<file path="src/hw/sbcpm_pkg.sv">
package sbcpm_pkg;
  localparam int CLK_MHZ = 100;
  localparam int STOP_DELAY_US = 20;
  localparam int STOP_DELAY_CYC = STOP_DELAY_US * CLK_MHZ;
  localparam int INT_PULSE_US = 10;
  localparam int INT_PULSE_CYC = INT_PULSE_US * CLK_MHZ;
  localparam int CFG_WINDOW_MS = 350;
  localparam int CFG_WINDOW_CYC = CFG_WINDOW_MS * 1000 * CLK_MHZ;
  localparam int RESET_PULSE_US = 10;
  localparam int RESET_PULSE_CYC = RESET_PULSE_US * CLK_MHZ;
  localparam int WD_PERIOD_DEF_CYC = 500000;
  localparam int TIMER_W = 26;

  localparam logic [1:0] SEL_STANDBY = 2'h0;
  localparam logic [1:0] SEL_NORMAL = 2'h1;
  localparam logic [1:0] SEL_STOP = 2'h2;
  localparam logic [1:0] SEL_SLEEP = 2'h3;

  localparam logic [3:0] WAKE_NONE = 4'h0;
  localparam logic [3:0] WAKE_INPUT = 4'h1;
  localparam logic [3:0] WAKE_CAN = 4'h2;
  localparam logic [3:0] WAKE_TIMER = 4'h4;
  localparam logic [3:0] WAKE_SPI = 4'h8;

  typedef enum logic [5:0] {
    SBCPM_NREQ = 6'h01,
    SBCPM_NORMAL = 6'h02,
    SBCPM_STANDBY = 6'h04,
    SBCPM_STOP_WAIT = 6'h08,
    SBCPM_STOP = 6'h10,
    SBCPM_SLEEP = 6'h20
  } sbcpm_mode_t;
endpackage

</file>
<file path="src/hw/sbcpm_timer.sv">
`timescale 1ns/1ps
`default_nettype none
// Down counter: load starts it, done pulses one cycle, the cycle after it reaches one
module sbcpm_timer #(
  parameter int W = 26
) (
  input wire logic clk_sys, // System clock
  input wire logic srst, // Synchronous reset
  input wire logic load, // Start or restart the count
  input wire logic stop, // Abandon the count
  input wire logic [W-1:0] count, // Cycles to run
  output logic running, // Count in progress
  output logic done // One-cycle pulse at expiry
);
  typedef struct packed {
    logic [W-1:0] cnt;
    logic run;
    logic done;
  } sbcpm_tmr_t;

  sbcpm_tmr_t st_r, st_nxt;

  always_comb begin
    st_nxt = st_r;
    st_nxt.done = 1'b0;
    if (load) begin
      st_nxt.cnt = count;
      st_nxt.run = 1'b1;
    end else if (stop) begin
      st_nxt.run = 1'b0;
    end else if (st_r.run) begin
      if (st_r.cnt <= W'(1)) begin
        st_nxt.run = 1'b0;
        st_nxt.done = 1'b1;
      end else begin
        st_nxt.cnt = st_r.cnt - W'(1);
      end
    end
  end

  always_ff @(posedge clk_sys) begin
    if (srst) begin
      st_r <= '0;
    end else begin
      st_r <= st_nxt;
    end
  end

  assign running = st_r.run;
  assign done = st_r.done;
endmodule
`default_nettype wire

</file>
<file path="src/hw/sbcpm_ctrl.sv">
`timescale 1ns/1ps
`default_nettype none
module sbcpm_ctrl #(
  parameter int CFG_WINDOW_CYC = sbcpm_pkg::CFG_WINDOW_CYC, // Configuration window
  parameter int WD_PERIOD_CYC = sbcpm_pkg::WD_PERIOD_DEF_CYC // Default watchdog period
) (
  input wire logic clk_sys, // 100 MHz internal clock
  input wire logic srst, // Synchronous reset, power-up
  input wire logic batt_low, // Battery under about 3V
  input wire logic mode_ctrl_rd, // Pulse: mode control register read
  input wire logic mode_wr, // Pulse: mode command, at end of message
  input wire logic [1:0] mode_sel, // Commanded mode
  input wire logic stop_watchdog_enable, // Watchdog runs in stop
  input wire logic wd_timing_wr, // Pulse: watchdog timing register write
  input wire logic [25:0] wd_timing_cyc, // Watchdog period written
  input wire logic hs_sw_on, // Register setting for the switch
  input wire logic cyclic_en, // Cyclic sense enabled
  input wire logic cyclic_tick, // Internal cyclic sense timer tick
  input wire logic wake_input_0, // Wake input 0 change event
  input wire logic wake_input_1, // Wake input 1 change event
  input wire logic forced_wake, // Forced wake timer expiry
  input wire logic can_wake, // CAN bus wake
  input wire logic chip_select_n, // SPI chip select
  input wire logic stop_overcurrent, // Above stop_current_wake_threshold
  input wire logic main_reg_good, // Main regulator fully active
  input wire logic tracking_uv, // Tracking regulator under 4.5V
  input wire logic hs_overtemp, // Switch overtemperature shutdown
  output logic main_reg_en, // Main regulator on
  output logic main_reg_lowpower, // Main regulator in stop state
  output logic ballast_drive, // Tracking regulator drive
  output logic can_en, // CAN interface enabled
  output logic wake_read_en, // Wake-input reading enabled
  output logic watchdog_run, // Software watchdog running
  output logic battery_high_side_switch, // Switch drive
  output logic wake_interrupt_pin_n, // Interrupt line, low active
  output logic reset_out_n, // Reset to microcontroller
  output logic batt_fail, // Supply-loss flag
  output logic [3:0] wake_source, // Recorded wake source bits
  output logic [1:0] io_status, // {switch overtemp, tracking undervoltage}
  output logic [5:0] mode_state // Current mode, one-hot
);
  typedef struct packed {
    sbcpm_pkg::sbcpm_mode_t mode;
    logic batt_fail;
    logic [3:0] wake_src;
    logic cs_n_d;
    logic int_pend;
    logic stop_wd;
    logic [25:0] wd_period;
    logic [1:0] io_st;
    logic [25:0] wait_cyc;
    logic boot;
  } sbcpm_state_t;

  sbcpm_state_t st_r, st_nxt;
  logic cfg_load, cfg_done, stop_load, stop_done;
  logic int_load, int_run, rst_load, rst_run, wd_load, wd_stop, wd_done;
  logic chip_wake, cs_rise;
  logic [3:0] wake_bits;

  sbcpm_timer #(.W(sbcpm_pkg::TIMER_W)) u_cfg (.clk_sys(clk_sys), .srst(srst),
    .load(cfg_load), .stop(st_r.mode != sbcpm_pkg::SBCPM_NREQ),
    .count(26'(CFG_WINDOW_CYC)), .running(), .done(cfg_done));
  // Expiry is acted on a cycle after the count ends, so the count is one short
  sbcpm_timer #(.W(sbcpm_pkg::TIMER_W)) u_stop (.clk_sys(clk_sys), .srst(srst),
    .load(stop_load), .stop(1'b0), .count(26'(sbcpm_pkg::STOP_DELAY_CYC - 1)),
    .running(), .done(stop_done));
  sbcpm_timer #(.W(sbcpm_pkg::TIMER_W)) u_int (.clk_sys(clk_sys), .srst(srst),
    .load(int_load), .stop(1'b0), .count(26'(sbcpm_pkg::INT_PULSE_CYC)),
    .running(int_run), .done());
  sbcpm_timer #(.W(sbcpm_pkg::TIMER_W)) u_rst (.clk_sys(clk_sys), .srst(srst),
    .load(rst_load), .stop(1'b0), .count(26'(sbcpm_pkg::RESET_PULSE_CYC)),
    .running(rst_run), .done());
  sbcpm_timer #(.W(sbcpm_pkg::TIMER_W)) u_wd (.clk_sys(clk_sys), .srst(srst),
    .load(wd_load), .stop(wd_stop), .count(st_r.wd_period),
    .running(), .done(wd_done));

  // Wake sources that count in low-power modes
  always_comb begin
    wake_bits = sbcpm_pkg::WAKE_NONE;
    if (wake_input_0 || wake_input_1) wake_bits = wake_bits | sbcpm_pkg::WAKE_INPUT;
    if (can_wake) wake_bits = wake_bits | sbcpm_pkg::WAKE_CAN;
    if (forced_wake) wake_bits = wake_bits | sbcpm_pkg::WAKE_TIMER;
  end
  assign cs_rise = chip_select_n && !st_r.cs_n_d;
  assign chip_wake = (wake_bits != sbcpm_pkg::WAKE_NONE);

  always_comb begin
    st_nxt = st_r;
    cfg_load = 1'b0;
    stop_load = 1'b0;
    int_load = 1'b0;
    rst_load = 1'b0;
    wd_load = 1'b0;
    wd_stop = 1'b0;
    st_nxt.cs_n_d = chip_select_n;
    st_nxt.boot = 1'b0;
    // Cycles spent waiting for stop, watched by the stop timing checks
    st_nxt.wait_cyc = (st_r.mode == sbcpm_pkg::SBCPM_STOP_WAIT)
      ? st_r.wait_cyc + 26'h0000001 : 26'h0000000;
    st_nxt.io_st = {hs_overtemp, tracking_uv};
    // Set wins over the read clear
    if (mode_ctrl_rd) st_nxt.batt_fail = 1'b0;
    if (batt_low) st_nxt.batt_fail = 1'b1;
    case (st_r.mode)
      sbcpm_pkg::SBCPM_NREQ: begin
        if (wd_timing_wr) begin
          st_nxt.mode = sbcpm_pkg::SBCPM_NORMAL;
          st_nxt.wd_period = wd_timing_cyc;
          wd_load = 1'b1;
        end else if (cfg_done) begin
          rst_load = 1'b1;
          cfg_load = 1'b1;
        end else if (st_r.boot) begin
          cfg_load = 1'b1;
        end
        // Interrupt waits for regulation after a chip-side wake
        if (st_r.int_pend && main_reg_good) begin
          st_nxt.int_pend = 1'b0;
          int_load = 1'b1;
        end
      end
      sbcpm_pkg::SBCPM_NORMAL, sbcpm_pkg::SBCPM_STANDBY: begin
        if (wd_timing_wr) begin
          st_nxt.wd_period = wd_timing_cyc;
          wd_load = 1'b1;
        end else if (wd_done) begin
          rst_load = 1'b1;
          wd_load = 1'b1;
        end
        if (mode_wr) begin
          case (mode_sel)
            sbcpm_pkg::SEL_NORMAL: st_nxt.mode = sbcpm_pkg::SBCPM_NORMAL;
            sbcpm_pkg::SEL_STANDBY: st_nxt.mode = sbcpm_pkg::SBCPM_STANDBY;
            sbcpm_pkg::SEL_STOP: begin
              st_nxt.mode = sbcpm_pkg::SBCPM_STOP_WAIT;
              st_nxt.stop_wd = stop_watchdog_enable;
              stop_load = 1'b1;
            end
            default: begin
              st_nxt.mode = sbcpm_pkg::SBCPM_SLEEP;
              wd_stop = 1'b1;
            end
          endcase
          if (mode_sel != sbcpm_pkg::SEL_STOP) st_nxt.wake_src = sbcpm_pkg::WAKE_NONE;
        end
      end
      sbcpm_pkg::SBCPM_STOP_WAIT: begin
        if (stop_done) begin
          st_nxt.mode = sbcpm_pkg::SBCPM_STOP;
          st_nxt.wake_src = sbcpm_pkg::WAKE_NONE;
          wd_load = st_r.stop_wd;
          wd_stop = !st_r.stop_wd;
        end
      end
      sbcpm_pkg::SBCPM_STOP: begin
        if (cs_rise || chip_wake || stop_overcurrent) begin
          st_nxt.mode = sbcpm_pkg::SBCPM_NREQ;
          cfg_load = 1'b1;
          wd_stop = 1'b1;
          st_nxt.wake_src = st_r.wake_src | wake_bits
            | (cs_rise ? sbcpm_pkg::WAKE_SPI : sbcpm_pkg::WAKE_NONE);
          if (cs_rise) begin
            int_load = 1'b1;
          end else begin
            st_nxt.int_pend = 1'b1;
          end
        end else if (st_r.stop_wd && wd_done) begin
          st_nxt.mode = sbcpm_pkg::SBCPM_NREQ;
          cfg_load = 1'b1;
          rst_load = 1'b1;
        end
      end
      sbcpm_pkg::SBCPM_SLEEP: begin
        if (cs_rise || chip_wake) begin
          st_nxt.mode = sbcpm_pkg::SBCPM_NREQ;
          cfg_load = 1'b1;
          st_nxt.wake_src = wake_bits
            | (cs_rise ? sbcpm_pkg::WAKE_SPI : sbcpm_pkg::WAKE_NONE);
        end
      end
      default: begin
        st_nxt.mode = sbcpm_pkg::SBCPM_NREQ;
        cfg_load = 1'b1;
      end
    endcase
  end

  always_ff @(posedge clk_sys) begin
    if (srst) begin
      st_r <= '0;
      st_r.mode <= sbcpm_pkg::SBCPM_NREQ;
      st_r.batt_fail <= 1'b1;
      st_r.cs_n_d <= 1'b1;
      st_r.boot <= 1'b1;
      st_r.wd_period <= 26'(WD_PERIOD_CYC);
    end else begin
      st_r <= st_nxt;
    end
  end

  // Mode decode of regulators and enables; all timing from clk_sys
  always_comb begin
    main_reg_en = st_r.mode != sbcpm_pkg::SBCPM_SLEEP;
    main_reg_lowpower = st_r.mode == sbcpm_pkg::SBCPM_STOP;
    ballast_drive = st_r.mode == sbcpm_pkg::SBCPM_NORMAL;
    can_en = st_r.mode == sbcpm_pkg::SBCPM_NORMAL;
    wake_read_en = (st_r.mode == sbcpm_pkg::SBCPM_NORMAL)
      || (st_r.mode == sbcpm_pkg::SBCPM_STANDBY);
    watchdog_run = wake_read_en || (st_r.mode == sbcpm_pkg::SBCPM_STOP && st_r.stop_wd);
    battery_high_side_switch = (wake_read_en && hs_sw_on)
      || (st_r.mode == sbcpm_pkg::SBCPM_SLEEP && cyclic_en && cyclic_tick);
  end

  assign wake_interrupt_pin_n = !int_run;
  assign reset_out_n = !rst_run;
  assign batt_fail = st_r.batt_fail;
  assign wake_source = st_r.wake_src;
  assign io_status = st_r.io_st;
  assign mode_state = st_r.mode;

  stop_delay_a: assert property (@(posedge clk_sys) disable iff (srst)
    (st_r.mode == sbcpm_pkg::SBCPM_NORMAL && mode_wr && mode_sel == sbcpm_pkg::SEL_STOP)
    |-> ##1 (mode_state == 6'h08) [*8])
    else $error("stop entered too early");
  batt_set_a: assert property (@(posedge clk_sys) disable iff (srst)
    batt_low |=> batt_fail)
    else $error("battery loss not flagged");
  batt_clr_a: assert property (@(posedge clk_sys) disable iff (srst)
    (mode_ctrl_rd && !batt_low) |=> !batt_fail)
    else $error("battery flag not cleared by read");
  cs_wake_a: assert property (@(posedge clk_sys) disable iff (srst)
    (st_r.mode == sbcpm_pkg::SBCPM_STOP && cs_rise) |=> ##1 !wake_interrupt_pin_n
      && mode_state == 6'h01)
    else $error("chip select wake missing");
  int_len_a: assert property (@(posedge clk_sys) disable iff (srst)
    $fell(wake_interrupt_pin_n) |-> !wake_interrupt_pin_n [*8])
    else $error("interrupt pulse too short");
  nreq_cfg_a: assert property (@(posedge clk_sys) disable iff (srst)
    (st_r.mode == sbcpm_pkg::SBCPM_NREQ && wd_timing_wr) |=> mode_state == 6'h02)
    else $error("timing write did not enter normal");
  sleep_reg_a: assert property (@(posedge clk_sys) disable iff (srst)
    (mode_state == 6'h20) |-> !main_reg_en && !ballast_drive)
    else $error("regulator on in sleep");
  stby_reg_a: assert property (@(posedge clk_sys) disable iff (srst)
    (mode_state == 6'h04) |-> main_reg_en && !ballast_drive && !can_en && watchdog_run)
    else $error("standby enables wrong");
  io_stat_a: assert property (@(posedge clk_sys) disable iff (srst)
    ##1 io_status == $past({hs_overtemp, tracking_uv}))
    else $error("io status not tracking");
  stop_time_a: assert property (@(posedge clk_sys) disable iff (srst)
    (mode_state == 6'h10 && $past(mode_state) == 6'h08)
    |-> st_r.wait_cyc == 26'(sbcpm_pkg::STOP_DELAY_CYC))
    else $error("stop not effective on the delay mark");
  stop_hold_a: assert property (@(posedge clk_sys) disable iff (srst)
    (mode_state == 6'h08) |-> st_r.wait_cyc < 26'(sbcpm_pkg::STOP_DELAY_CYC))
    else $error("stop wait too long");
  wd_expiry_a: assert property (@(posedge clk_sys) disable iff (srst)
    (st_r.mode == sbcpm_pkg::SBCPM_STOP && st_r.stop_wd && wd_done
      && !cs_rise && !chip_wake && !stop_overcurrent) |=> !reset_out_n && mode_state == 6'h01)
    else $error("stop watchdog expiry missed");
  cfg_rst_a: assert property (@(posedge clk_sys) disable iff (srst)
    (st_r.mode == sbcpm_pkg::SBCPM_NREQ && cfg_done && !wd_timing_wr) |=> !reset_out_n)
    else $error("configuration window reset missing");
  int_wait_a: assert property (@(posedge clk_sys) disable iff (srst)
    (st_r.mode == sbcpm_pkg::SBCPM_NREQ && st_r.int_pend && main_reg_good)
    |=> !wake_interrupt_pin_n)
    else $error("wake interrupt not raised");
  oc_no_src_a: assert property (@(posedge clk_sys) disable iff (srst)
    (st_r.mode == sbcpm_pkg::SBCPM_STOP && stop_overcurrent && !cs_rise && !chip_wake)
    |=> wake_source == sbcpm_pkg::WAKE_NONE && mode_state == 6'h01)
    else $error("overcurrent wake wrong");
  nreq_reg_a: assert property (@(posedge clk_sys) disable iff (srst)
    (mode_state == 6'h01) |-> main_reg_en && !main_reg_lowpower && !ballast_drive)
    else $error("normal request enables wrong");
  norm_en_a: assert property (@(posedge clk_sys) disable iff (srst)
    (mode_state == 6'h02) |-> main_reg_en && ballast_drive && can_en && wake_read_en
      && watchdog_run)
    else $error("normal enables wrong");
  stop_reg_a: assert property (@(posedge clk_sys) disable iff (srst)
    (mode_state == 6'h10) |-> main_reg_en && main_reg_lowpower && !ballast_drive)
    else $error("stop regulators wrong");
  sleep_src_a: assert property (@(posedge clk_sys) disable iff (srst)
    (st_r.mode == sbcpm_pkg::SBCPM_SLEEP && forced_wake)
    |=> wake_source[2] && mode_state == 6'h01)
    else $error("sleep wake source lost");
endmodule
`default_nettype wire

</file>
<file path="config.mk">
export PLATFORM = sky130hd
export DESIGN_NAME = sbcpm_ctrl
export DESIGN_NICKNAME = d
export VERILOG_FILES = /design/src/hw/sbcpm_pkg.sv /design/src/hw/sbcpm_timer.sv /design/src/hw/sbcpm_ctrl.sv
export SDC_FILE = /design/constraint.sdc
export NUM_CORES = 1
export LEC_CHECK = 0
export BUFFER_PORTS_ARGS = -buffer_cell sky130_fd_sc_hd__clkbuf_2
export CAP_MARGIN = 15
export CORE_UTILIZATION = 55
export DETAILED_ROUTE_END_ITERATION = 16
export PLACE_DENSITY_LB_ADDON = 0.08
export SYNTH_ARGS = -nofsm -noshare
export SYNTH_HDL_FRONTEND = slang
export SYNTH_HIERARCHICAL = 1
export SYNTH_SLANG_ARGS = --single-unit
</file>
<file path="constraint.sdc">
create_clock -name clk_sys -period 7.22 [get_ports clk_sys]
set_clock_uncertainty 0.2 [all_clocks]
set_input_delay 0.361 -clock clk_sys [delete_from_list [all_inputs] [get_ports clk_sys]]
set_output_delay 0.361 -clock clk_sys [all_outputs]
set_load 0.01 [all_outputs]
</file>
# [Yosys cells after proc, flatten, opt, wreduce, memory -nomap -nowiden]
# Cells that the tools add are included.
[op_classes] add_sub_neg=5 n_mul=0 n_div=0 order_cmp=5 n_eq_ne=27 n_shift=0 n_mux=76 n_bitwise=11 n_reduce_logical=52
[op_table] cell="$le 26x1->1 const B" n=5
[op_table] cell="$sub 26x1->26 const B" n=5
[op_table] cell="$mux 26" n=4
[op_table] cell="$mux 28" n=2
[op_table] cell="$mux 27" n=2
[op_table] cell="$mux 12" n=3
[op_table] cell="$mux 6" n=6
[op_table] cell="$mux 11" n=3
[op_table] cell="$mux 1" n=31
[op_table] cell="$pmux 6 s5" n=1
[op_table] cell="$mux 4" n=6
[op_table] cell="$ne 2x2->1 const B" n=12
[op_table] cell="$mux 10" n=2
[op_table] cell="$pmux 6 s3" n=1
[op_table] cell="$pmux 4 s4" n=1
[op_table] cell="$reduce_and 2->1" n=7
[op_table] cell="$mux 13" n=1
[op_table] cell="$mux 2" n=6
[op_table] cell="$or 4x4->4" n=3
[op_table] cell="$reduce_and 3->1" n=4
[op_table] cell="$reduce_bool 2->1" n=6
[op_table] cell="$reduce_or 2->1" n=6
[op_table] cell="$reduce_or 3->1" n=4
[op_table] cell="$pmux 1 s3" n=3
[op_table] cell="25 further kinds" n=52
[totals] register_bits=181 latch_bits=0 ram_bits=0 rom_bits=0 input_bits=47 output_inout_bits=22 elab_cells=202 n_memories=0

# [Logic depth before layout (Yosys ltp)]
# Gate-level depths: netlist (run 1).
[depth] depth_word=11 depth_mapped=14 depth_no_buf=10

# [Hierarchy]
# Netlist (run 1), hierarchy kept.
[by_module_without_submodules] mod="sbcpm_timer (u_rst ...)" n_inst=3 cells_each=230 area_each_um2=1814.2 seq_area_each_um2=560.5
[by_module_without_submodules] mod="sbcpm_timer (u_cfg ...)" n_inst=2 cells_each=223 area_each_um2=1757.9 seq_area_each_um2=560.5
[by_module_without_submodules] mod="sbcpm_ctrl" n_inst=1 cells_each=254 area_each_um2=2045.7 seq_area_each_um2=860.8

# [Worst setup path after synthesis (run 1)]
# No wires, ideal clock.
[synth_path] path_type="register to register" startpoint="reg st_r, in the netlist mode_state[1]" endpoint="reg u_wd/st_r[18] in the netlist's numbering" setup_ns=0.091 arrival_ns=2.867 t_required_ns=6.929 slack_ns=4.062 stages_incl_launch_ff=14 path_buffers=4 period_less_slack_ns=3.158 cell_sequence="dfxtp_1 -> buf_2 -> or4b_1 -> nor3_2 -> o21a_1 -> buf_4 -> a221o_1 -> clkbuf_1 -> inv_1 -> o211ai_1 -> o32a_1 -> buf_2 -> nor2_1 -> a311oi_1"
[synth_via] elab_chain_len=5 word_cells_on_any_way=13 cone_classes="7 x eq/ne; 3 x mux; 3 x reduce/logical"
[synth_rtl] item="from (decl)" line="sbcpm_ctrl.sv:55" source="sbcpm_state_t st_r, st_nxt;"
[synth_rtl] item="from (signal assigned)" line="sbcpm_ctrl.sv:198" source="st_r <= st_nxt;"
[synth_rtl] item="$eq 6x2->1 / $eq 6x3->1 (equally long branches)" line="sbcpm_ctrl.sv:105" source="case (st_r.mode)"
[synth_rtl] item="$reduce_or 2->1" line="sbcpm_ctrl.sv:105"
[synth_rtl] item="$pmux 1 s3 *" line="sbcpm_ctrl.sv:105"
[synth_rtl] item="via wd_load" line="sbcpm_ctrl.sv:57" source="logic int_load, int_run, rst_load, rst_run, wd_load, wd_stop, wd_done;"
[synth_rtl] item="$ne 2x1->1 (no source line) / $reduce_bool 2->1 (equally long branches)"
[synth_rtl] item="$reduce_and 3->1 (no source line)"
[synth_rtl] item="to (signal assigned)" line="sbcpm_timer.sv:45" source="st_r <= st_nxt;"
[synth_rtl] item="to (decl)" line="sbcpm_timer.sv:21" source="sbcpm_tmr_t st_r, st_nxt;"
# The timed path passes the listed nets; every way through them passes the cells marked *.
# A chain may end at the register's enable or synchronous reset.

# [Worst setup path after layout (run 1)]
[layout_path] startpoint="reg st_r, in the netlist mode_state[1]" endpoint="reg u_wd/st_r[19] in the netlist's numbering"
# Same word-level chain as after synthesis.

==> summary by stage, run 1 <==
Outcome
The flow ran to the end, and the final reports show no timing, DRC or antenna violations.

GRT
The remaining global-route overflow is 0. The first global-routing pass estimated between 40000 and 50000 um of wire. The number of global-route vias before repair is 9991. Entering global routing, the biggest net connects 59 pins. The overall global routing resource usage is 0.301.

The number of antenna violations at the first check in global routing is 0.

Route
The overall routed net length is approximately 30000 um. In the routed design, unresolved DRC markers number 0. The detail route stage leaves a number of antenna-violating nets equal to 0. The per-cell via count in the routed design is slightly above 6.

The post-detailed-route wirelength per cell is roughly 17 um. The detailed router's first-iteration violation count is around 800. The via total after detailed routing is ~11000. The first TritonRoute pass finished after 6 iterations.

Clock tree
The clock-pin slew of the registers on the worst-case setup and hold paths is approximately 70 ps. The H-tree depth is 4. The longest clock path from root to sink contains 2 buffers. In this run, post-CTS repair resized a total of 0 instances. The buffer type at the clock tree root is sky130_fd_sc_hd__clkbuf_16. The total clock buffers created by CTS is 17. At the later pin of the worst-skew pair, clock insertion delay measures 440 ps. After clock tree synthesis, the setup repair step added 0 buffers.

The number of hold buffers added after CTS is 33. Counting every sink on the clock net gives 181. TritonCTS built the clock tree.

Pwr
The leakage power is between 4 and 5 nW. Across the VDD grid, the largest voltage drop is 0.199 mV. Dividing total power by cell area gives a power density of a little over 300 nW/um2.

Floorplan
The floorplan core area is around 19000 um2. The y dimension of the die is 143 um. From left edge to right edge, the die measures ~140 um. The cell row count is 51. The die outline area is 20500 um2. The number of ports placed on the die boundary is 69. The starting density of the core is 0.562.

Setup path
Of all nets on the critical path, the largest fanout is 30. The data arrival time of the worst path is 4920 ps. For the worst setup path, the data required time is around 7300 ps. The largest incremental delay on the critical path is 850 ps. The sort of element at the end of the critical path is a register. Traced cell by cell, the critical path runs through or4b_1, nor3_2, o21a_1, a221o_1, buf_4, inv_1, o211ai_1, o32a_1, a21oi_1, a311o_1. The critical path is of the reg -> reg type.

The highest-delay cell along the critical path is sky130_fd_sc_hd__o21a_1. STA classifies the critical path startpoint as a register.

Min path
The class of the most critical hold timing path is in -> reg.

STA
Setup repair after global routing left no endpoint under its margin. The minimum period implied by the final worst setup slack is 4800 ps. Headroom to the max-slew limit came out at 0.274. The number of max-slew violations in the final report was 0. The count of final setup violators is 0. The number of failing hold endpoints at the final stage is 0. The slew at the pin closest to its max-slew limit is 1090 ps. The final worst-path cycle share is 0.664.

For the final routed database, the setup TNS stands at 0 ps. The maximum frequency from static timing analysis is 0.208 GHz.

Synth
For this run, the number of Yosys warnings is 6. Summing every instance area after synthesis gives 10900 um2. Dividing the synthesized area by the synthesized cell count gives 7.90 um2. In the synthesized netlist, the number of instances is 1385.

Run
Across the run, the number of max-cap violations was 0.

Finish
Measured on the finished design, the core utilization comes to 0.645. The antenna diode count is 0. Compared with the post-synthesis result, the final layout area differs by 14.6%.

The share of layout cells above drive strength 1 is 0.115. The net count of the finished layout is 1586.

Place
The final weighted congestion of routability-driven global placement is 0.904. Port buffering added 68 buffers. The post-detailed-placement half-perimeter wirelength is 20100 um.
## registers in the layout, summed over array words and instances, names as in the netlist
| signal | cells |
|---|---|
| st_r | 30 |
| u_cfg/st_r | 26 |
| u_int/st_r | 26 |
| u_rst/st_r | 26 |
| u_stop/st_r | 26 |
| u_wd/st_r | 26 |
| mode_state | 6 |
| wake_source | 4 |
| io_status | 2 |
| batt_fail | 1 |
| u_cfg/done | 1 |
| u_cfg/running | 1 |
| u_int/running | 1 |
| u_rst/running | 1 |
| u_stop/done | 1 |
| u_stop/running | 1 |
| u_wd/done | 1 |
| u_wd/running | 1 |
## cell type report
| class | count | area [um2] |
|---|---|---|
| Multi-Input combinational cell | 1168 | 7100 |
| Inverter | 51 | 191 |
| Clock inverter | 12 | 119 |
| Tap cell | 265 | 332 |
| Clock buffer | 19 | 443 |
| Timing Repair Buffer | 110 | 741 |
| Sequential cell | 181 | 3620 |
| Fill cell | 1708 | 6910 |
## layout by cell type (no fill, tap or decap), types with 12 or more instances in the layout
master / count
sky130_fd_sc_hd__o21ai_0: 46
sky130_fd_sc_hd__nand2b_1: 15
sky130_fd_sc_hd__a31oi_1: 46
sky130_fd_sc_hd__inv_1: 48
sky130_fd_sc_hd__nor4_1: 42
sky130_fd_sc_hd__xor2_1: 16
sky130_fd_sc_hd__a21oi_1: 61
sky130_fd_sc_hd__nand4_1: 28
sky130_fd_sc_hd__o211ai_1: 25
sky130_fd_sc_hd__clkbuf_2: 67
sky130_fd_sc_hd__or2_2: 19
sky130_fd_sc_hd__o21a_1: 13
sky130_fd_sc_hd__o31ai_1: 16
sky130_fd_sc_hd__a221oi_1: 18
sky130_fd_sc_hd__conb_1: 118
sky130_fd_sc_hd__or4_1: 38
sky130_fd_sc_hd__a311oi_1: 28
sky130_fd_sc_hd__clkbuf_16: 17
sky130_fd_sc_hd__o311ai_0: 12
sky130_fd_sc_hd__nor3_1: 45
sky130_fd_sc_hd__o21ai_1: 12
sky130_fd_sc_hd__dlygate4sd3_1: 33
sky130_fd_sc_hd__a211oi_1: 30
sky130_fd_sc_hd__nand2_1: 149
sky130_fd_sc_hd__or3_1: 23
sky130_fd_sc_hd__nand3_1: 33
sky130_fd_sc_hd__nor2_1: 124
sky130_fd_sc_hd__dfxtp_1: 181
## metrics by stage
step           std cells  hold WS [ps]  setup WS (ps)  power [mW]  area [um2]
2_1_floorplan       1501           189           4060        2.52       11400
3_3_place_gp        1742           239           2620        2.83       11700
3_5_place_dp        1742           252           2490        2.86       11700
4_1_cts             1806          13.2           2470        3.79       12500
5_1_grt             1806          19.2           2050        4.04       12500
6_report            1806          24.5           2420        3.80       12500
## worst max-delay path: cells and delay by family (launching register included)
family,cells,cell delay (ps)
flops,1,420
simple gates,2,1040
compound gates,6,2310
buf+inv,2,720
## final timing paths
| path | slack (ps) | start | endpoint | depth (start not counted) |
|---|---|---|---|---|
| setup reg to reg | 2420 | mode_state[1] | u_wd/st_r[19] | 10 |
| hold reg to reg | 250 | st_r[53] | st_r[53] | 2 |
| hold / removal | 20 | wd_timing_cyc[20] | st_r[49] | 3 |
| setup / recovery | 2420 | mode_state[1] | u_wd/st_r[19] | 10 |
## where the power goes
part / internal [mW] / leakage (nW) / switching [mW] / total (mW)
Combinational: 0.541 / 3.02 / 0.977 / 1.52
Sequential: 1.16 / 1.47 / 0.206 / 1.37
Clock: 0.489 / 0.267 / 0.425 / 0.914
## per-layer routing
| metal | routed length, um | global-route usage |
|---|---|---|
| met5 | 0 | 0 |
| met4 | 620 | 0.0905 |
| met3 | 1700 | 0.0550 |
| met2 | 14200 | 0.490 |
| met1 | 13800 | 0.404 |
No activity file was read; power rests on OpenSTA's default activity.
==> inputs of run 2 (changes only) <==
Settings changed: ABC_AREA set to 1.
Clock period 7.22 ns to 4.3 ns, I/O delays scaled along.
==> run 2 against run 1 <==
Net effect:
- clock power is 74% higher
- final cell count is 50% higher
- die area is 16% higher
- sequential cell count stayed put
- hold slack better by 6.5 ps
- first-iteration DRC count is 39% higher
- combinational power grew to 2.6 times the previous value
- power is 110% higher
- register-to-register slack worse by 1100 ps
- fmax is 61% higher
- global-route usage is 0.70 points higher
- clock-buffer cell count is 2 lower
==> summary by stage, run 2 <==
Outcome
The flow ran to the end, and the final reports show no timing, DRC or antenna violations.

Setup path
STA classifies the critical path startpoint as a register. Tracing the worst setup path back leads to its startpoint at mode_state[1]. The launching point of the worst reg2reg path is mode_state[1].

In this run the critical register-to-register path is captured at u_wd/st_r[17]. Of all nets on the critical path, the largest fanout is 29. The setup check on the worst reg-to-reg path leaves a slack of about 1300 ps. The path depth of the worst reg2reg path is 15. The data arrival time of the worst path is 3130 ps. The worst setup path endpoint is u_wd/st_r[17].

The kind of critical path is reg -> reg. For the worst setup path, the data required time is 4440 ps. The sort of element at the end of the critical path is a register.

Pwr
The clock group share of total power is 0.201. The net switching power of the design is 3.85 mW. The design internal power is 4.06 mW. In this run the power density over the cells is around 550 nW/um2. The analysis attributes to cell leakage a power of 7.75 nW. Of the total power, the share spent switching nets is 0.487.

Of the total power, registers draw 0.300. The combinational power share is 0.499. The worst voltage drop across the vdd grid is 0.522 mV.

STA
The setup TNS is 0 ps. Measured against its own limit, the worst slew margin works out to 0.413. The worst path meets setup with about 1300 ps of slack.

The number of failing hold endpoints at the final stage was 0. The worst hold-check slack is 31.0 ps. The minimum period implied by the final worst setup slack is 2990 ps. The slew at the pin closest to its max-slew limit is 877 ps. Derived from the worst setup path, the maximum achievable clock frequency is 0.335 GHz.

The final worst-path cycle share is 0.695. Setup violations remaining at the end of the flow were counted as 0. Setup repair after global routing left no endpoint under its margin. The number of max-slew violations in the final report came to 0.

Clock tree
The buffers inserted during post-CTS setup optimization is 0. The total clock buffers created by CTS is 17. The buffer type at the clock tree root is sky130_fd_sc_hd__clkbuf_16.

The number of hold buffers added after CTS is 37. TritonCTS built the clock tree. At the later pin of the worst-skew pair, clock insertion delay measures ~450 ps. The quantity of gates resized following cts is 0.

The number of buffers on the longest clock path is 2. The H-tree depth is 4. The tree built by TritonCTS fans out to 181 sinks. The clock-pin slew of the registers on the worst-case setup and hold paths is 80 ps.

Synth
In this run the mean area of a mapped cell was 5.66 um2. The warning count from the yosys run is 6. The cell count after synthesis is between 2000 and 2500. In this run the cell area of the synthesized design comes to 12700 um2.

Min path
The class of the most critical hold timing path is in -> reg.

Floorplan
The total area inside the core boundary comes to 22600 um2. The initial utilization of the core area, before any placement, comes to 0.561. The cell row count is 55. During I/O placement, the number of pins put on the boundary was 69. The floorplan step set the die height to around 150 um. The die outline area is 23700 um2. The overall die width is 154 um.

Run
Max-cap violations in this run came to 0.

GRT
The first global-routing pass estimated 60200 um of wire. The overall global routing resource usage is 0.308. The number of antenna violations at the first check in global routing was 1. The number of global-route vias before repair is 12700. The largest net degree at the start of global routing is 38. The total overflow left after global routing is 0.

Finish
The flip-flop count of the largest register, all copies and words added is 30. The top cell types in the final layout, fill and taps aside, are sky130_fd_sc_hd__nand2_1 (632), sky130_fd_sc_hd__nor2_1 (586), sky130_fd_sc_hd__nand3_1 (232). Leaving out fill and tap cells, the most frequent cell in the layout is sky130_fd_sc_hd__nand2_1.

Ranked by flip-flop count, first place goes to st_r. For this run, the post-layout net count is roughly 2500. The final cell utilization of the core is 0.635. The share of layout cells above drive strength 1 is 0.0821.

The number of antenna diodes in the final layout is 0. The number of inserted filler cells in the final layout is 2236. Leaving out filler cells and counting taps, the final layout contains between 2000 and 3000. The synthesis-to-layout area growth is 13.2%.

Place
The post-detailed-placement half-perimeter wirelength is 25100 um. After detailed placement, the design holds a cell count of 2641. Input and output buffers added on the ports amount to 68. At the placement stage, the worst setup path has a slack of 1220 ps. The final weighted congestion of routability-driven global placement is about 0.93.

Route
The first TritonRoute pass finished after 5 iterations. Dividing the detail-routed via count by the number of cells gives 5.15. In the final routed layout, each cell accounts on average for 13.3 um. The remaining number of nets flagged by the antenna check after routing is 0. The detailed router's first-iteration violation count is 1104. The routed layout has between 10000 and 15000 vias. Summed over all layers, the routed wires come to 36000 um. For this run, design rule violations remaining after detail routing come to 0.
[run 2: how the worst min path moves through the flow]
stage	startpoint	to	cells after the start
floorplan	srst	st_r[0]	0
finish	wd_timing_wr	mode_state[0]	4
CTS	wd_timing_wr	mode_state[0]	4
global route	wd_timing_wr	mode_state[0]	4
global placement	batt_low	batt_fail	3
detailed placement	batt_low	batt_fail	3
[run 2: critical path, stage by stage (launching register included)]
cell and delay (ps):
sky130_fd_sc_hd__dfxtp_1 470, sky130_fd_sc_hd__inv_2 50, sky130_fd_sc_hd__nor2_2 90, sky130_fd_sc_hd__nand3_2 130, sky130_fd_sc_hd__nand2_4 150, sky130_fd_sc_hd__inv_2 70
sky130_fd_sc_hd__nand2_2 90, sky130_fd_sc_hd__nand2_4 210, sky130_fd_sc_hd__o211ai_1 160, sky130_fd_sc_hd__buf_4 330, sky130_fd_sc_hd__clkinv_1 100, sky130_fd_sc_hd__buf_4 220
sky130_fd_sc_hd__nand2_4 190, sky130_fd_sc_hd__clkinv_4 220, sky130_fd_sc_hd__nor2_1 170, sky130_fd_sc_hd__nor2_1 50
[run 2: metrics by stage]
step / cell area (um2) / power (mW)
after floorplan: 13100 / 5.52
after detailed placement: 13400 / 6.25
after global routing: 14400 / 8.62
final: 14400 / 7.92
after global placement: 13400 / 6.17
after CTS: 14400 / 7.89
[run 2: final cells by class]
class                      count  area [um2]  area share
clock inverter                15         161      0.0112
inverter                     215         837      0.0582
timing repair buffer         122         838      0.0583
clock buffer                  17         425      0.0296
multi-input combinational   1875        8140       0.566
tap                          285         357      0.0248
sequential                   181        3620       0.252
[run 2: power by group through the flow]
stage               combinational (mW)  sequential [mW]  clock [mW]
floorplan                         3.22             2.30           0
global placement                  3.78             2.39           0
global route                      4.52             2.42        1.68
finish                            3.95             2.37        1.59
detailed placement                3.86             2.40           0
CTS                               3.91             2.36        1.62
[run 2: per-layer routing]
layer / vias up / routed length (um) / global-route usage
li1: 7265 / - / -
met1: 6275 / 16900 / 0.406
met2: 373 / 16500 / 0.520
met3: 54 / 1880 / 0.0437
met4: 2 / 652 / 0.0948
met5: - / 13 / 0
==> inputs of run 3 (changes only) <==
Settings changed: ABC_AREA 1 to 0.
Clock period 4.3 ns to 2.8 ns, I/O delays scaled along.
==> run 3 against run 2 <==
Net effect:
- critical path depth decreased by 6
- die area shrank 14%
- global-route usage up 1.2 points
- final cell count fell by 28%
- via count is 16% lower
- sequential power up 49%
- first-iteration DRC count shrank 14%
- power increased by 37%
- sequential cell count did not move
- utilization grew 7.6 points
- non-clock buffer count rose by 122
- critical endpoint is now u_stop/st_r[7]
- largest cell class unchanged
- largest power group unchanged
- highest routed layer is now met4
==> summary by stage, run 3 (synthesis results as in run 1) <==
Place
The final weighted congestion of routability-driven global placement is 0.931. The number of port buffers is 68. The post-detailed-placement half-perimeter wirelength is 22100 um. Before CTS, the worst setup slack after placement is -48.0 ps. Summing all placed instances gives a cell area of 12500 um2.

Pwr
Of the total power, combinational logic draws 0.457. The power density over the cells is 784 nW/um2. The clock group share of total power is 0.218. Summed over all cells, the static leakage comes to ~5.5 nW.

The worst voltage drop across the vdd grid is 0.497 mV. The internal power of the cells totals 6.41 mW. The share of total power consumed by net switching is 0.410. The net switching power of the design is roughly 4.4 mW. The power share of the sequential group is 0.324.

Route
The length of the first detailed-routing pass in iterations is 5. The remaining number of nets flagged by the antenna check after routing is 0. After detailed routing, the total wire length is 32600 um. In the routed layout, each cell is associated on average with a via count of between 6 and 7. The post-detailed-route wirelength per cell is 16.8 um. Across all layers, the routed design uses 11800 vias.

The total DRC errors in the routed layout is 0. The detailed router's first-iteration violation count is 947.

STA
The final setup slack of the worst path is 49.4 ps. The smallest clock period supported by the final layout is computed as 2750 ps. The number of failing hold endpoints at the final stage is 0. The maximum frequency from static timing analysis is 0.364 GHz.

Setup repair after global routing could not meet its margin everywhere. The number of max-slew violations in the final report is 0. The count of final setup violators is 0. The slew at the pin closest to its max-slew limit is 772 ps. The relative slew slack is 0.484.

The final worst-path cycle share is 0.982.

Setup path
The path depth of the worst reg2reg path is 9. The data required time at the worst endpoint is 2940 ps. The kind of critical path is reg -> reg. The sort of element at the end of the critical path is a register.

Of all nets on the critical path, the largest fanout is 6. Setup slack on the worst reg-to-reg path comes out at a little under 50 ps. STA classifies the critical path startpoint as a register. The data arrival time of the worst path is between 2000 and 3000 ps.

Clock tree
TritonCTS created 17 clock buffers. The number of buffers on the longest clock path is 2. The clock drives 181 sinks. TritonCTS built the clock tree. In this run the clock root is driven by a sky130_fd_sc_hd__clkbuf_16. The H-tree was split into 4 levels. The clock-pin slew of the registers on the worst-case setup and hold paths is about 60 ps. The clock latency on the worst-skew pair is 430 ps.

Floorplan
The starting density of the core is 0.562. The cell row count is just over 50. The core region is 19500 um2. The floorplan step set the die height to 143 um. From left edge to right edge, the die measures between 100 and 150 um. For this design the top-level I/O count stands at 69.

The die covers 20500 um2.

GRT
Entering global routing, the biggest net connects 48 pins. The number of antenna violations at the first check in global routing was 1. The first global-routing pass estimated 53100 um of wire. The number of global-route vias before repair is 10900. For this run, the total global-route usage over all layers was measured as 0.321.

The remaining global-route overflow is 0.

Finish
Compared with the post-synthesis result, the final layout area differs by 26.4%. After routing the design area is approximately 14000 um2. The final layout contains ~1700 nets. The top cell types in the final layout, fill and taps aside, are sky130_fd_sc_hd__dfxtp_1 (177), sky130_fd_sc_hd__nand2_1 (147), sky130_fd_sc_hd__nor2_1 (123). The share of layout cells above drive strength 1 is 0.197. The library cell used most frequently in the layout, excluding fill and tap cells, is sky130_fd_sc_hd__dfxtp_1.

Counting flops per register, the top entry is st_r. The register with the most flip-flops in the layout has 30 of them.

Outcome
The run finished with clean final reports.

Run
The max-capacitance violation count is 0.

Min path
The class of the most critical hold timing path is in -> reg. Along the worst hold path, the cell count comes to 4.
[run 3: cell types whose count changed in the layout (fill, tap and decap cells not counted), sizes merged, moves of 48 or more]
cell and change:
or4 +48, nand3 -199, nor4 +53, buf +114, nand2 -505, o21ai -90
inv -151, nor2 -491
[run 3: power groups by stage]
stage	clock [mW]	combinational (mW)	sequential, mW
floorplan	0	3.16	3.41
global placement	0	4.46	3.54
detailed placement	0	4.52	3.54
CTS	2.40	4.65	3.49
global route	2.52	5.42	3.58
finish	2.37	4.97	3.52
[run 3: worst paths after layout]
path            startpoint        endpoint
min reg2reg       st_r[38]        st_r[38]
max reg2reg  mode_state[4]  u_stop/st_r[7]
max          mode_state[4]  u_stop/st_r[7]
min                mode_wr       u_wd/done
[run 3: layer usage]
| layer | vias to the layer above | wire [um] | GRT usage |
|---|---|---|---|
| li1 | 5726 | - | - |
| met1 | 5517 | 14300 | 0.415 |
| met2 | 463 | 15400 | 0.529 |
| met3 | 65 | 2020 | 0.0510 |
| met4 | 0 | 799 | 0.131 |
| met5 | - | 0 | 0 |
[run 3: through the flow]
| stage | std cells | TNS [ps] | power (mW) | util | hold slack (ps) |
|---|---|---|---|---|---|
| 2_1_floorplan | 1501 | -103 | 6.57 | - | -32.3 |
| 3_3_place_gp | 1849 | 0 | 8.00 | 0.644 | 129 |
| 3_5_place_dp | 1849 | -168 | 8.06 | 0.644 | 128 |
| 4_1_cts | 1927 | 0 | 10.5 | 0.698 | 44.4 |
| 5_1_grt | 1942 | -298 | 11.5 | 0.711 | 94.5 |
| 6_report | 1942 | 0 | 10.9 | 0.711 | 96.1 |
[run 3: final cells by class]
type | instances | area, um2
diodes | 1 | 2.50
clock buffers | 20 | 457
clock inverters | 12 | 119
fillers | 1602 | 5620
inverters | 51 | 196
multi-input cells | 1168 | 7250
flip-flops and latches | 181 | 3630
well taps | 265 | 332
repair buffers | 244 | 1860
[run 3: what timing repair did]
| action | CTS | global route |
|---|---|---|
| endpoints found under the hold margin | 52 | 0 |
| setup buffers | 0 | 14 |
| endpoints found under the setup margin | 16 | 73 |
| gates cloned | 0 | 0 |
| gates resized for setup | 6 | 47 |
| hold buffers | 46 | 0 |
| pin swaps | 1 | 18 |
[run 3: critical path, cell delays in order, from the launching register on]
cell and delay, ps:
sky130_fd_sc_hd__dfxtp_1 310, sky130_fd_sc_hd__or3_4 410, sky130_fd_sc_hd__or4b_4 520, sky130_fd_sc_hd__nor3b_4 360
sky130_fd_sc_hd__inv_2 70, sky130_fd_sc_hd__o211ai_1 100, sky130_fd_sc_hd__o32a_1 270, sky130_fd_sc_hd__buf_4 180
sky130_fd_sc_hd__nor2_1 50, sky130_fd_sc_hd__a211oi_1 210
